File: src/uq_pkg.sv
// shared constants and state codes for the four-channel uart block
// assumes a single 200 MHz system clock and synchronous active-high reset
`default_nettype none

package uq_pkg;

	localparam int CHANNELS    = 4;
	localparam int DATA_W      = 8;
	localparam int FIFO_DEPTH  = 16;

	// serial bit time, 1 Mbit/s line rate by default
	localparam int CLK_MHZ     = 200;
	localparam int BIT_TIME_NS = 1000;
	localparam int BIT_CYCLES  = (BIT_TIME_NS * CLK_MHZ) / 1000;
	localparam int CYC_W       = 16;
	localparam int FRAME_BITS  = 10;
	localparam int BITN_W      = 4;

	localparam logic LINE_IDLE = 1'b1;

	typedef enum logic [3:0] {
		RX_IDLE  = 4'h1,
		RX_START = 4'h2,
		RX_DATA  = 4'h4,
		RX_STOP  = 4'h8
	} uq_rx_state_e;

	typedef enum logic [1:0] {
		TX_IDLE = 2'h1,
		TX_SEND = 2'h2
	} uq_tx_state_e;

endpackage : uq_pkg

`default_nettype wire

File: src/uq_fifo.sv
// flip-flop fifo with valid/ready on both sides
// assumes same clock on both sides; depth must be a power of two
`default_nettype none
`timescale 1ns/100ps

module uq_fifo #(
	parameter int WIDTH = 8,
	parameter int DEPTH = 16
) (
	// clock and reset
	input  wire logic             sys_clk,
	input  wire logic             reset,
	// fill side
	input  wire logic             in_valid,
	output logic                  in_ready,
	input  wire logic [WIDTH-1:0] in_data,
	// drain side
	output logic                  out_valid,
	input  wire logic             out_ready,
	output logic      [WIDTH-1:0] out_data,
	output logic [$clog2(DEPTH):0] level
);

	localparam int AW = $clog2(DEPTH);

	initial begin
		if (DEPTH < 2 || (1 << AW) != DEPTH || WIDTH < 1)
			$error("uq_fifo: depth must be a power of two of at least 2");
	end

	logic [WIDTH-1:0] mem_r [DEPTH];
	logic [AW-1:0]    wr_ptr_r, wr_ptr_nxt;
	logic [AW-1:0]    rd_ptr_r, rd_ptr_nxt;
	logic [AW:0]      count_r, count_nxt;
	logic             push, pop;

	assign in_ready  = (count_r != (AW+1)'(DEPTH));
	assign out_valid = (count_r != '0);
	assign out_data  = mem_r[rd_ptr_r];
	assign level     = count_r;
	assign push      = in_valid && in_ready;
	assign pop       = out_valid && out_ready;

	always_comb begin
		wr_ptr_nxt = push ? wr_ptr_r + 1'b1 : wr_ptr_r;
		rd_ptr_nxt = pop ? rd_ptr_r + 1'b1 : rd_ptr_r;
		count_nxt  = count_r + (AW+1)'(push) - (AW+1)'(pop);
	end

	always_ff @(posedge sys_clk) begin
		if (reset) begin
			wr_ptr_r <= '0;
			rd_ptr_r <= '0;
			count_r  <= '0;
		end else begin
			wr_ptr_r <= wr_ptr_nxt;
			rd_ptr_r <= rd_ptr_nxt;
			count_r  <= count_nxt;
		end
	end

	// storage cleared as well, so the read data port shows zero after reset
	always_ff @(posedge sys_clk) begin
		if (reset)
			mem_r <= '{default: '0};
		else if (push)
			mem_r[wr_ptr_r] <= in_data;
	end

endmodule // uq_fifo

`default_nettype wire

File: src/uq_quad_uart.sv
// four uart channels with shared active-low ready pins and local loop-back
// assumes host-side strobes are on sys_clk; serial inputs are asynchronous
`default_nettype none
`timescale 1ns/100ps

// How it works
// - transmit pin rests high in reset, idle, disabled after current frame
// - loop-back disables pin, feeds transmit into receiver
// - loop-back ignores external receive pin
// - shared receive pin low when any data held
// - shared receive pin high once all empty
// - shared transmit pin low when any space
// - shared transmit pin high only when all full
// - per-channel receive status readable by host
// - per-channel transmit status readable by host
// - reset clears state, outputs, disables serial paths
module uq_quad_uart
	import uq_pkg::*;
#(
	parameter int CH       = uq_pkg::CHANNELS,
	parameter int DEPTH    = uq_pkg::FIFO_DEPTH,
	parameter int BIT_CYC  = uq_pkg::BIT_CYCLES
) (
	// clock and reset
	input  wire logic                          sys_clk,
	input  wire logic                          reset,
	// per-channel control
	input  wire logic [CH-1:0]                 tx_enable,
	input  wire logic [CH-1:0]                 loopback,
	// host write side, into transmit fifos
	input  wire logic [CH-1:0]                 tx_wr_valid,
	output logic      [CH-1:0]                 tx_wr_ready,
	input  wire logic [CH-1:0][uq_pkg::DATA_W-1:0] tx_wr_data,
	// host read side, out of receive fifos
	output logic      [CH-1:0]                 rx_rd_valid,
	input  wire logic [CH-1:0]                 rx_rd_ready,
	output logic      [CH-1:0][uq_pkg::DATA_W-1:0] rx_rd_data,
	// per-channel status
	output logic      [CH-1:0]                 receive_avail_per_channel,
	output logic      [CH-1:0]                 transmit_space_per_channel,
	output logic      [CH-1:0]                 tx_busy,
	output logic      [CH-1:0]                 rx_overrun,
	output logic      [CH-1:0]                 rx_frame_err,
	// shared ready pins, active low
	output logic                               receive_avail_n_shared,
	output logic                               transmit_space_n_shared,
	// serial line
	input  wire logic [CH-1:0]                 serial_in_per_channel,
	output logic      [CH-1:0]                 serial_out_per_channel
);

	import uq_pkg::*;

	initial begin
		if (BIT_CYC < 4 || BIT_CYC >= (1 << CYC_W) || CH < 1 || DEPTH != FIFO_DEPTH)
			$error("uq_quad_uart: unsupported parameter value");
	end

	localparam logic [CYC_W-1:0] BIT_LAST  = CYC_W'(BIT_CYC - 1);
	localparam logic [CYC_W-1:0] HALF_LAST = CYC_W'(BIT_CYC / 2 - 1);

	////////////////////////////////////////////////////////////////////
	// shared active-low ready pins

	assign receive_avail_n_shared  = ~|receive_avail_per_channel;
	assign transmit_space_n_shared = ~|transmit_space_per_channel;

	////////////////////////////////////////////////////////////////////
	// channels

	for (genvar c = 0; c < CH; c++) begin : g_ch
		logic               txf_valid, txf_ready;
		logic [DATA_W-1:0]  txf_data;
		logic               rxf_push_r, rxf_push_nxt, rxf_ready;
		logic [DATA_W-1:0]  rxf_data_r, rxf_data_nxt;

		uq_fifo #(.WIDTH(DATA_W), .DEPTH(DEPTH)) u_txf (
			.sys_clk   (sys_clk),
			.reset     (reset),
			.in_valid  (tx_wr_valid[c]),
			.in_ready  (tx_wr_ready[c]),
			.in_data   (tx_wr_data[c]),
			.out_valid (txf_valid),
			.out_ready (txf_ready),
			.out_data  (txf_data),
			.level     ()
		);

		// a full receive fifo drops the new character and flags overrun
		uq_fifo #(.WIDTH(DATA_W), .DEPTH(DEPTH)) u_rxf (
			.sys_clk   (sys_clk),
			.reset     (reset),
			.in_valid  (rxf_push_r),
			.in_ready  (rxf_ready),
			.in_data   (rxf_data_r),
			.out_valid (rx_rd_valid[c]),
			.out_ready (rx_rd_ready[c]),
			.out_data  (rx_rd_data[c]),
			.level     ()
		);

		assign receive_avail_per_channel[c]  = rx_rd_valid[c];
		assign transmit_space_per_channel[c] = tx_wr_ready[c];

		////////////////////////////////////////////////////////////
		// transmitter

		uq_tx_state_e                tx_st_r, tx_st_nxt;
		logic [CYC_W-1:0]            tx_cyc_r, tx_cyc_nxt;
		logic [BITN_W-1:0]           tx_bitn_r, tx_bitn_nxt;
		logic [FRAME_BITS-1:0]       tx_sh_r, tx_sh_nxt;
		logic                        tx_line_r, tx_line_nxt;
		logic                        pin_r, pin_nxt;

		// transmitter only pulls a character while enabled and idle
		assign txf_ready  = (tx_st_r == TX_IDLE) && tx_enable[c];
		assign tx_busy[c] = (tx_st_r == TX_SEND);

		always_comb begin
			tx_st_nxt   = tx_st_r;
			tx_cyc_nxt  = tx_cyc_r;
			tx_bitn_nxt = tx_bitn_r;
			tx_sh_nxt   = tx_sh_r;
			case (tx_st_r)
				TX_IDLE: begin
					if (txf_valid && txf_ready) begin
						tx_sh_nxt   = {LINE_IDLE, txf_data, 1'b0};
						tx_cyc_nxt  = BIT_LAST;
						tx_bitn_nxt = BITN_W'(FRAME_BITS - 1);
						tx_st_nxt   = TX_SEND;
					end
				end
				TX_SEND: begin
					if (tx_cyc_r == '0) begin
						tx_sh_nxt  = {LINE_IDLE, tx_sh_r[FRAME_BITS-1:1]};
						tx_cyc_nxt = BIT_LAST;
						if (tx_bitn_r == '0)
							tx_st_nxt = TX_IDLE;
						else
							tx_bitn_nxt = tx_bitn_r - 1'b1;
					end else begin
						tx_cyc_nxt = tx_cyc_r - 1'b1;
					end
				end
				default: tx_st_nxt = TX_IDLE;
			endcase
			// idle transmitter rests high; disabling does not cut a frame short
			tx_line_nxt = (tx_st_nxt == TX_SEND) ? tx_sh_nxt[0] : LINE_IDLE;
			// loop-back keeps the pin at rest while data loops inside
			pin_nxt     = loopback[c] ? LINE_IDLE : tx_line_nxt;
		end

		always_ff @(posedge sys_clk) begin
			if (reset) begin
				tx_st_r   <= TX_IDLE;
				tx_cyc_r  <= '0;
				tx_bitn_r <= '0;
				tx_sh_r   <= '1;
				tx_line_r <= LINE_IDLE;
				pin_r     <= LINE_IDLE;
			end else begin
				tx_st_r   <= tx_st_nxt;
				tx_cyc_r  <= tx_cyc_nxt;
				tx_bitn_r <= tx_bitn_nxt;
				tx_sh_r   <= tx_sh_nxt;
				tx_line_r <= tx_line_nxt;
				pin_r     <= pin_nxt;
			end
		end

		assign serial_out_per_channel[c] = pin_r;

		////////////////////////////////////////////////////////////
		// receiver

		logic              sync1_r, sync2_r;
		logic              rx_line;
		uq_rx_state_e      rx_st_r, rx_st_nxt;
		logic [CYC_W-1:0]  rx_cyc_r, rx_cyc_nxt;
		logic [BITN_W-1:0] rx_bitn_r, rx_bitn_nxt;
		logic [DATA_W-1:0] rx_sh_r, rx_sh_nxt;
		logic              ovr_r, ovr_nxt;
		logic              ferr_r, ferr_nxt;

		always_ff @(posedge sys_clk) begin
			if (reset) begin
				sync1_r <= LINE_IDLE;
				sync2_r <= LINE_IDLE;
			end else begin
				sync1_r <= serial_in_per_channel[c];
				sync2_r <= sync1_r;
			end
		end

		// loop-back reads the transmit stream and ignores the pin
		assign rx_line = loopback[c] ? tx_line_r : sync2_r;

		always_comb begin
			rx_st_nxt    = rx_st_r;
			rx_cyc_nxt   = rx_cyc_r;
			rx_bitn_nxt  = rx_bitn_r;
			rx_sh_nxt    = rx_sh_r;
			rxf_push_nxt = 1'b0;
			rxf_data_nxt = rxf_data_r;
			ferr_nxt     = 1'b0;
			ovr_nxt      = rxf_push_r && !rxf_ready;
			case (rx_st_r)
				RX_IDLE: begin
					if (!rx_line) begin
						rx_cyc_nxt = HALF_LAST;
						rx_st_nxt  = RX_START;
					end
				end
				RX_START: begin
					if (rx_cyc_r != '0)
						rx_cyc_nxt = rx_cyc_r - 1'b1;
					else if (rx_line)
						rx_st_nxt = RX_IDLE; // false start, glitch only
					else begin
						rx_cyc_nxt  = BIT_LAST;
						rx_bitn_nxt = '0;
						rx_st_nxt   = RX_DATA;
					end
				end
				RX_DATA: begin
					if (rx_cyc_r != '0)
						rx_cyc_nxt = rx_cyc_r - 1'b1;
					else begin
						rx_sh_nxt  = {rx_line, rx_sh_r[DATA_W-1:1]};
						rx_cyc_nxt = BIT_LAST;
						if (rx_bitn_r == BITN_W'(DATA_W - 1))
							rx_st_nxt = RX_STOP;
						else
							rx_bitn_nxt = rx_bitn_r + 1'b1;
					end
				end
				RX_STOP: begin
					if (rx_cyc_r != '0)
						rx_cyc_nxt = rx_cyc_r - 1'b1;
					else begin
						rxf_push_nxt = rx_line;
						rxf_data_nxt = rx_sh_r;
						ferr_nxt     = !rx_line;
						rx_st_nxt    = RX_IDLE;
					end
				end
				default: rx_st_nxt = RX_IDLE;
			endcase
		end

		always_ff @(posedge sys_clk) begin
			if (reset) begin
				rx_st_r    <= RX_IDLE;
				rx_cyc_r   <= '0;
				rx_bitn_r  <= '0;
				rx_sh_r    <= '0;
				rxf_push_r <= 1'b0;
				rxf_data_r <= '0;
				ovr_r      <= 1'b0;
				ferr_r     <= 1'b0;
			end else begin
				rx_st_r    <= rx_st_nxt;
				rx_cyc_r   <= rx_cyc_nxt;
				rx_bitn_r  <= rx_bitn_nxt;
				rx_sh_r    <= rx_sh_nxt;
				rxf_push_r <= rxf_push_nxt;
				rxf_data_r <= rxf_data_nxt;
				ovr_r      <= ovr_nxt;
				ferr_r     <= ferr_nxt;
			end
		end

		assign rx_overrun[c]   = ovr_r;
		assign rx_frame_err[c] = ferr_r;
	end

endmodule // uq_quad_uart

`default_nettype wire

File: config.mk
export PLATFORM = sky130hd
export DESIGN_NAME = uq_quad_uart
export DESIGN_NICKNAME = d
export VERILOG_FILES = /design/src/uq_pkg.sv /design/src/uq_fifo.sv /design/src/uq_quad_uart.sv
export SDC_FILE = /design/constraint.sdc
export NUM_CORES = 2
export LEC_CHECK = 0
export BUFFER_PORTS_ARGS = -buffer_cell sky130_fd_sc_hd__buf_2
export CAP_MARGIN = 20
export CORE_AREA = 5 5 355 357
export CTS_CLUSTER_SIZE = 40
export DETAILED_ROUTE_END_ITERATION = 7
export DIE_AREA = 0 0 360 362
export PLACE_DENSITY = 0.68
export SLEW_MARGIN = 20
export SYNTH_ARGS = -nofsm -noshare
export SYNTH_HDL_FRONTEND = slang
export SYNTH_SLANG_ARGS = --single-unit
File: constraint.sdc
create_clock -name sys_clk -period 8.5 [get_ports sys_clk]
set_input_delay 1.7 -clock sys_clk [delete_from_list [all_inputs] [get_ports sys_clk]]
set_output_delay 1.7 -clock sys_clk [all_outputs]
set_load 0.03 [all_outputs]
==> out/results.tsv <==
stage	metric	value	unit
cts	clk_lat worst skew	780	ps
synth	ranking of synthesized cells by area	dfxtp_1, mux2i_1, mux4_2, nor2_1, ha_1	
worst_hold_path	hold path cells	1	
timing	Slew headroom	21.3	%
detailed_routing	ANT nets after route	0	
timing	Max Clk Rate	211	MHz
layout	fin area	70400	um^2
synth	Synth cell types	90	
synth	Cells after Synth	6240	
status	status	complete, no violations	
synth	mapped cell area	64300	um^2
layout	Seq. cell area	28900	um^2
layout	Final Non-Filler Cells	7833	
layout	fillers	10469	
detailed_routing	detailed router's first-iteration violation count	3198	
synth	syn_nets	6423	
synth	sequential share of the synthesized area	45.0	%
detailed_routing	DR DRC count	0	
timing	fin crit share	55.9	%
critical_path	reg2reg path depth	12	
timing	Setup WS post-layout	3750	ps
synth	Async SR Flop Fraction	0	%
worst_hold_path	worst hold path class	reg -> reg	
global_route	largest net degree at the start of global routing	234	
floorplan	Die Area	130000	um^2
timing	Slew Viols, Final	0	
synth	Avg Cell Area, Syn	10.3	um^2
detailed_routing	First-pass DRT Iterations	5	
global_route	initial antenna violation count	4	
synth	area leader, netlist	dfxtp_1	
cts	CTS H-tree lvls	4	
placed_design	I/O Buffers	119	
synth	Top FF cell, synth	dfxtp_1	
placed_design	HPWL after detailed placement	89300	um
synth	flops & latches, synth	1444	
floorplan	core area	123000	um^2
synth	simple-gate area share of the yosys netlist	14.0	%
run	max-cap violation count	0	
cts	post-CTS setup buffers	0	
global_route	first-pass GRT wire length	230000	um
placed_design	Placer Congestion	0.796	
floorplan	Die W	360	um
detailed_routing	WL per Instance	17.8	um
timing	Min Clock Period, post-route	4750	ps
synth	Post-synth top cells	dfxtp_1, nor2_1, mux2i_1	
critical_path	WP data arrival	3050	ps
cts	CTS root buf	clkbuf_16	
placed_design	Placed Area	65300	um^2
critical_path	reg2reg end	g_ch[1].u_rxf.level[4]	
synth	number of synthesized flops with an enable pin	0	
layout	NumNets Final	6260	
detailed_routing	Avg Vias per Cell	5.63	
synth	largest family of logic cells by synthesized area	multiplexers	
timing	RSZ-0062 raised after global routing	no	
layout	area occupied by multi-input gates	32900	um^2
layout	Diodes inserted	0	
critical_path	crit path capture type	primary output	
layout	Layout area overhead	9.53	%
cts	clock sink count	1444	
floorplan	starting density of the core	52.4	%
critical_path	r2r setup slk	5010	ps
cts	hold buffers post-CTS	0	
worst_hold_path	HP Start	g_ch[1].sync1_r	
floorplan	Die H	362	um
cts	number of CTS-inserted buffers	152	
floorplan	Row Count	129	
cts	CTS tree	yes	
detailed_routing	vias	44090	
synth	fraction of synthesized area in multiplexers	28.1	%
detailed_routing	WL final	139000	um
critical_path	crit path max fanout	35	
global_route	grt total ovfl	0	
synth	most frequent cell after synthesis	dfxtp_1	
power	power density over the cells	258	nW/um^2
timing	WHS	427	ps
critical_path	Setup CP Type	reg -> out	
worst_hold_path	WHS Endpoint	g_ch[1].sync2_r	
synth	Post-Synth Adder-Cell Area	2.61	%
synth	xor/xnor share of the synthesized area	1.77	%
critical_path	Setup crit start kind	flop	
timing	Clock Skew	30.7	ps
power	worst vdd ir	0.311	mV
synth	Synth Area in Compound Gates	4.71	%
timing	final-report hold violation count	0	
placed_design	Placed Instances	7559	
cts	CTS max path bufs	3	
timing	setup violators final	0	
floorplan	Ports	120	
cts	clk slew on worst S/H paths	60	ps
timing	Slew @ Worst Pin	1180	ps
power	Leakage	33.0	nW
timing	setup tns final	0	ps
synth	area share of the leading cell type in the synthesized netlist	45.0	%
critical_path	RR Startpoint	g_ch[1].u_rxf.level[2]	
placed_design	pre-CTS WS	4230	ps
layout	share of cells above drive strength 1	12.6	%
cts	cts repair resizes	0	
critical_path	WP data required	6800	ps
global_route	GR Util All Layers	21.1	%
global_route	vias in the first global route	42966	
synth	Synth Warn #	0	
[routing by layer]
| metal | share of wire, % | vias up | track usage [%] |
|---|---|---|---|
| li1 | - | 21559 | - |
| met1 | 46 | 21459 | 28.7 |
| met2 | 47 | 841 | 34.6 |
| met3 | 4.3 | 227 | 3.61 |
| met4 | 2.8 | 4 | 6.96 |
| met5 | 0.015 | - | 0 |
[cell families (layout without fill, tap and decap cells)]
family          after synthesis  in the layout
buf+inv                     618            574
simple gates               2045           2045
compound gates              472            472
xor+xnor                    130            130
flops                      1444           1444
mux                        1402           1402
fa+ha+maj                   129            129
[per-stage QoR]
| stage | power (mW) | utilization, % |
|---|---|---|
| global placement | 11.6 | 53.2 |
| finish | 18.2 | 57.4 |
| detailed placement | 11.7 | 53.2 |
| floorplan | 10.9 | - |
| CTS | 18.4 | 57.4 |
| global route | 19.2 | 57.4 |
[state kept, by name (all words and copies together), names as in the netlist, 20 cells and up]
| register | cells |
|---|---|
| g_ch.rx_cyc_r | 64 |
| g_ch.tx_sh_r | 40 |
| g_ch.u_txf.level | 20 |
| g_ch.u_rxf.level | 20 |
| g_ch.tx_cyc_r | 64 |
| g_ch.u_rxf.mem_r | 512 |
| g_ch.rx_sh_r | 32 |
| g_ch.rxf_data_r | 32 |
| g_ch.u_txf.mem_r | 512 |
[cells in the final DEF (no fill, tap or decap), types with 11 or more instances in the layout]
cell,Yosys,layout
a211oi_1,17,17
a21o_1,18,18
a21oi_1,173,173
a22oi_1,50,50
a311oi_1,16,16
a31oi_1,16,16
and2_1,18,18
and3_1,11,11
buf_2,19,118
buf_4,28,28
clkbuf_1,328,33
clkbuf_16,0,157
clkbuf_8,0,36
clkinv_2,0,20
dfxtp_1,1444,1436
ha_1,121,121
inv_1,148,148
mux2i_1,1078,1077
mux4_2,320,320
nand2_1,180,180
nand2b_1,12,12
nand3_1,141,141
nand3b_1,14,14
nand4_1,67,67
nor2_1,1337,1337
nor2b_1,39,39
nor3_1,59,59
nor3b_1,13,13
nor4_1,31,31
nor4b_1,11,11
o211ai_1,12,12
o21a_1,14,14
o21ai_0,75,75
o31ai_1,12,12
or2_2,15,15
or3_1,32,32
or4_1,22,22
xnor2_1,51,51
xor2_1,79,79
[power breakdown]
group | internal [mW] | leakage, nW | switching [mW]
logic | 1.62 | 18.8 | 2.39
clock network | 3.95 | 2.48 | 2.72
registers | 7.19 | 11.7 | 0.307
[final cells by class]
cell class | count | area share, %
Clock inverter | 47 | 0.748
Inverter | 150 | 0.800
Multi-Input combinational cell | 4178 | 46.7
Sequential cell | 1444 | 41.1
Tap cell | 1637 | 2.91
Timing Repair Buffer | 151 | 1.26
Clock buffer | 226 | 6.46
[critical path, cell delays in order (launching register included)]
cell and delay, ps:
dfxtp_2 310, buf_4 570, mux4_2 630, mux4_2 550, buf_2 210
[worst max path at each step]
stage / cells after the start / to / slack [ps] / from
6_report: 4 / rx_rd_data[6] / 3750 / g_ch[0].u_rxf.rd_ptr_r[0]
3_5_place_dp: 8 / g_ch[3].rx_cyc_r[3] / 4230 / loopback[3]
5_1_grt: 4 / rx_rd_data[6] / 3600 / g_ch[0].u_rxf.rd_ptr_r[0]
3_3_place_gp: 8 / g_ch[3].rx_cyc_r[3] / 4280 / loopback[3]
2_1_floorplan: 4 / rx_rd_data[0] / 4490 / g_ch[0].u_rxf.rd_ptr_r[0]
4_1_cts: 4 / rx_rd_data[6] / 3660 / g_ch[0].u_rxf.rd_ptr_r[0]
No activity file was read; power rests on OpenSTA's default activity.
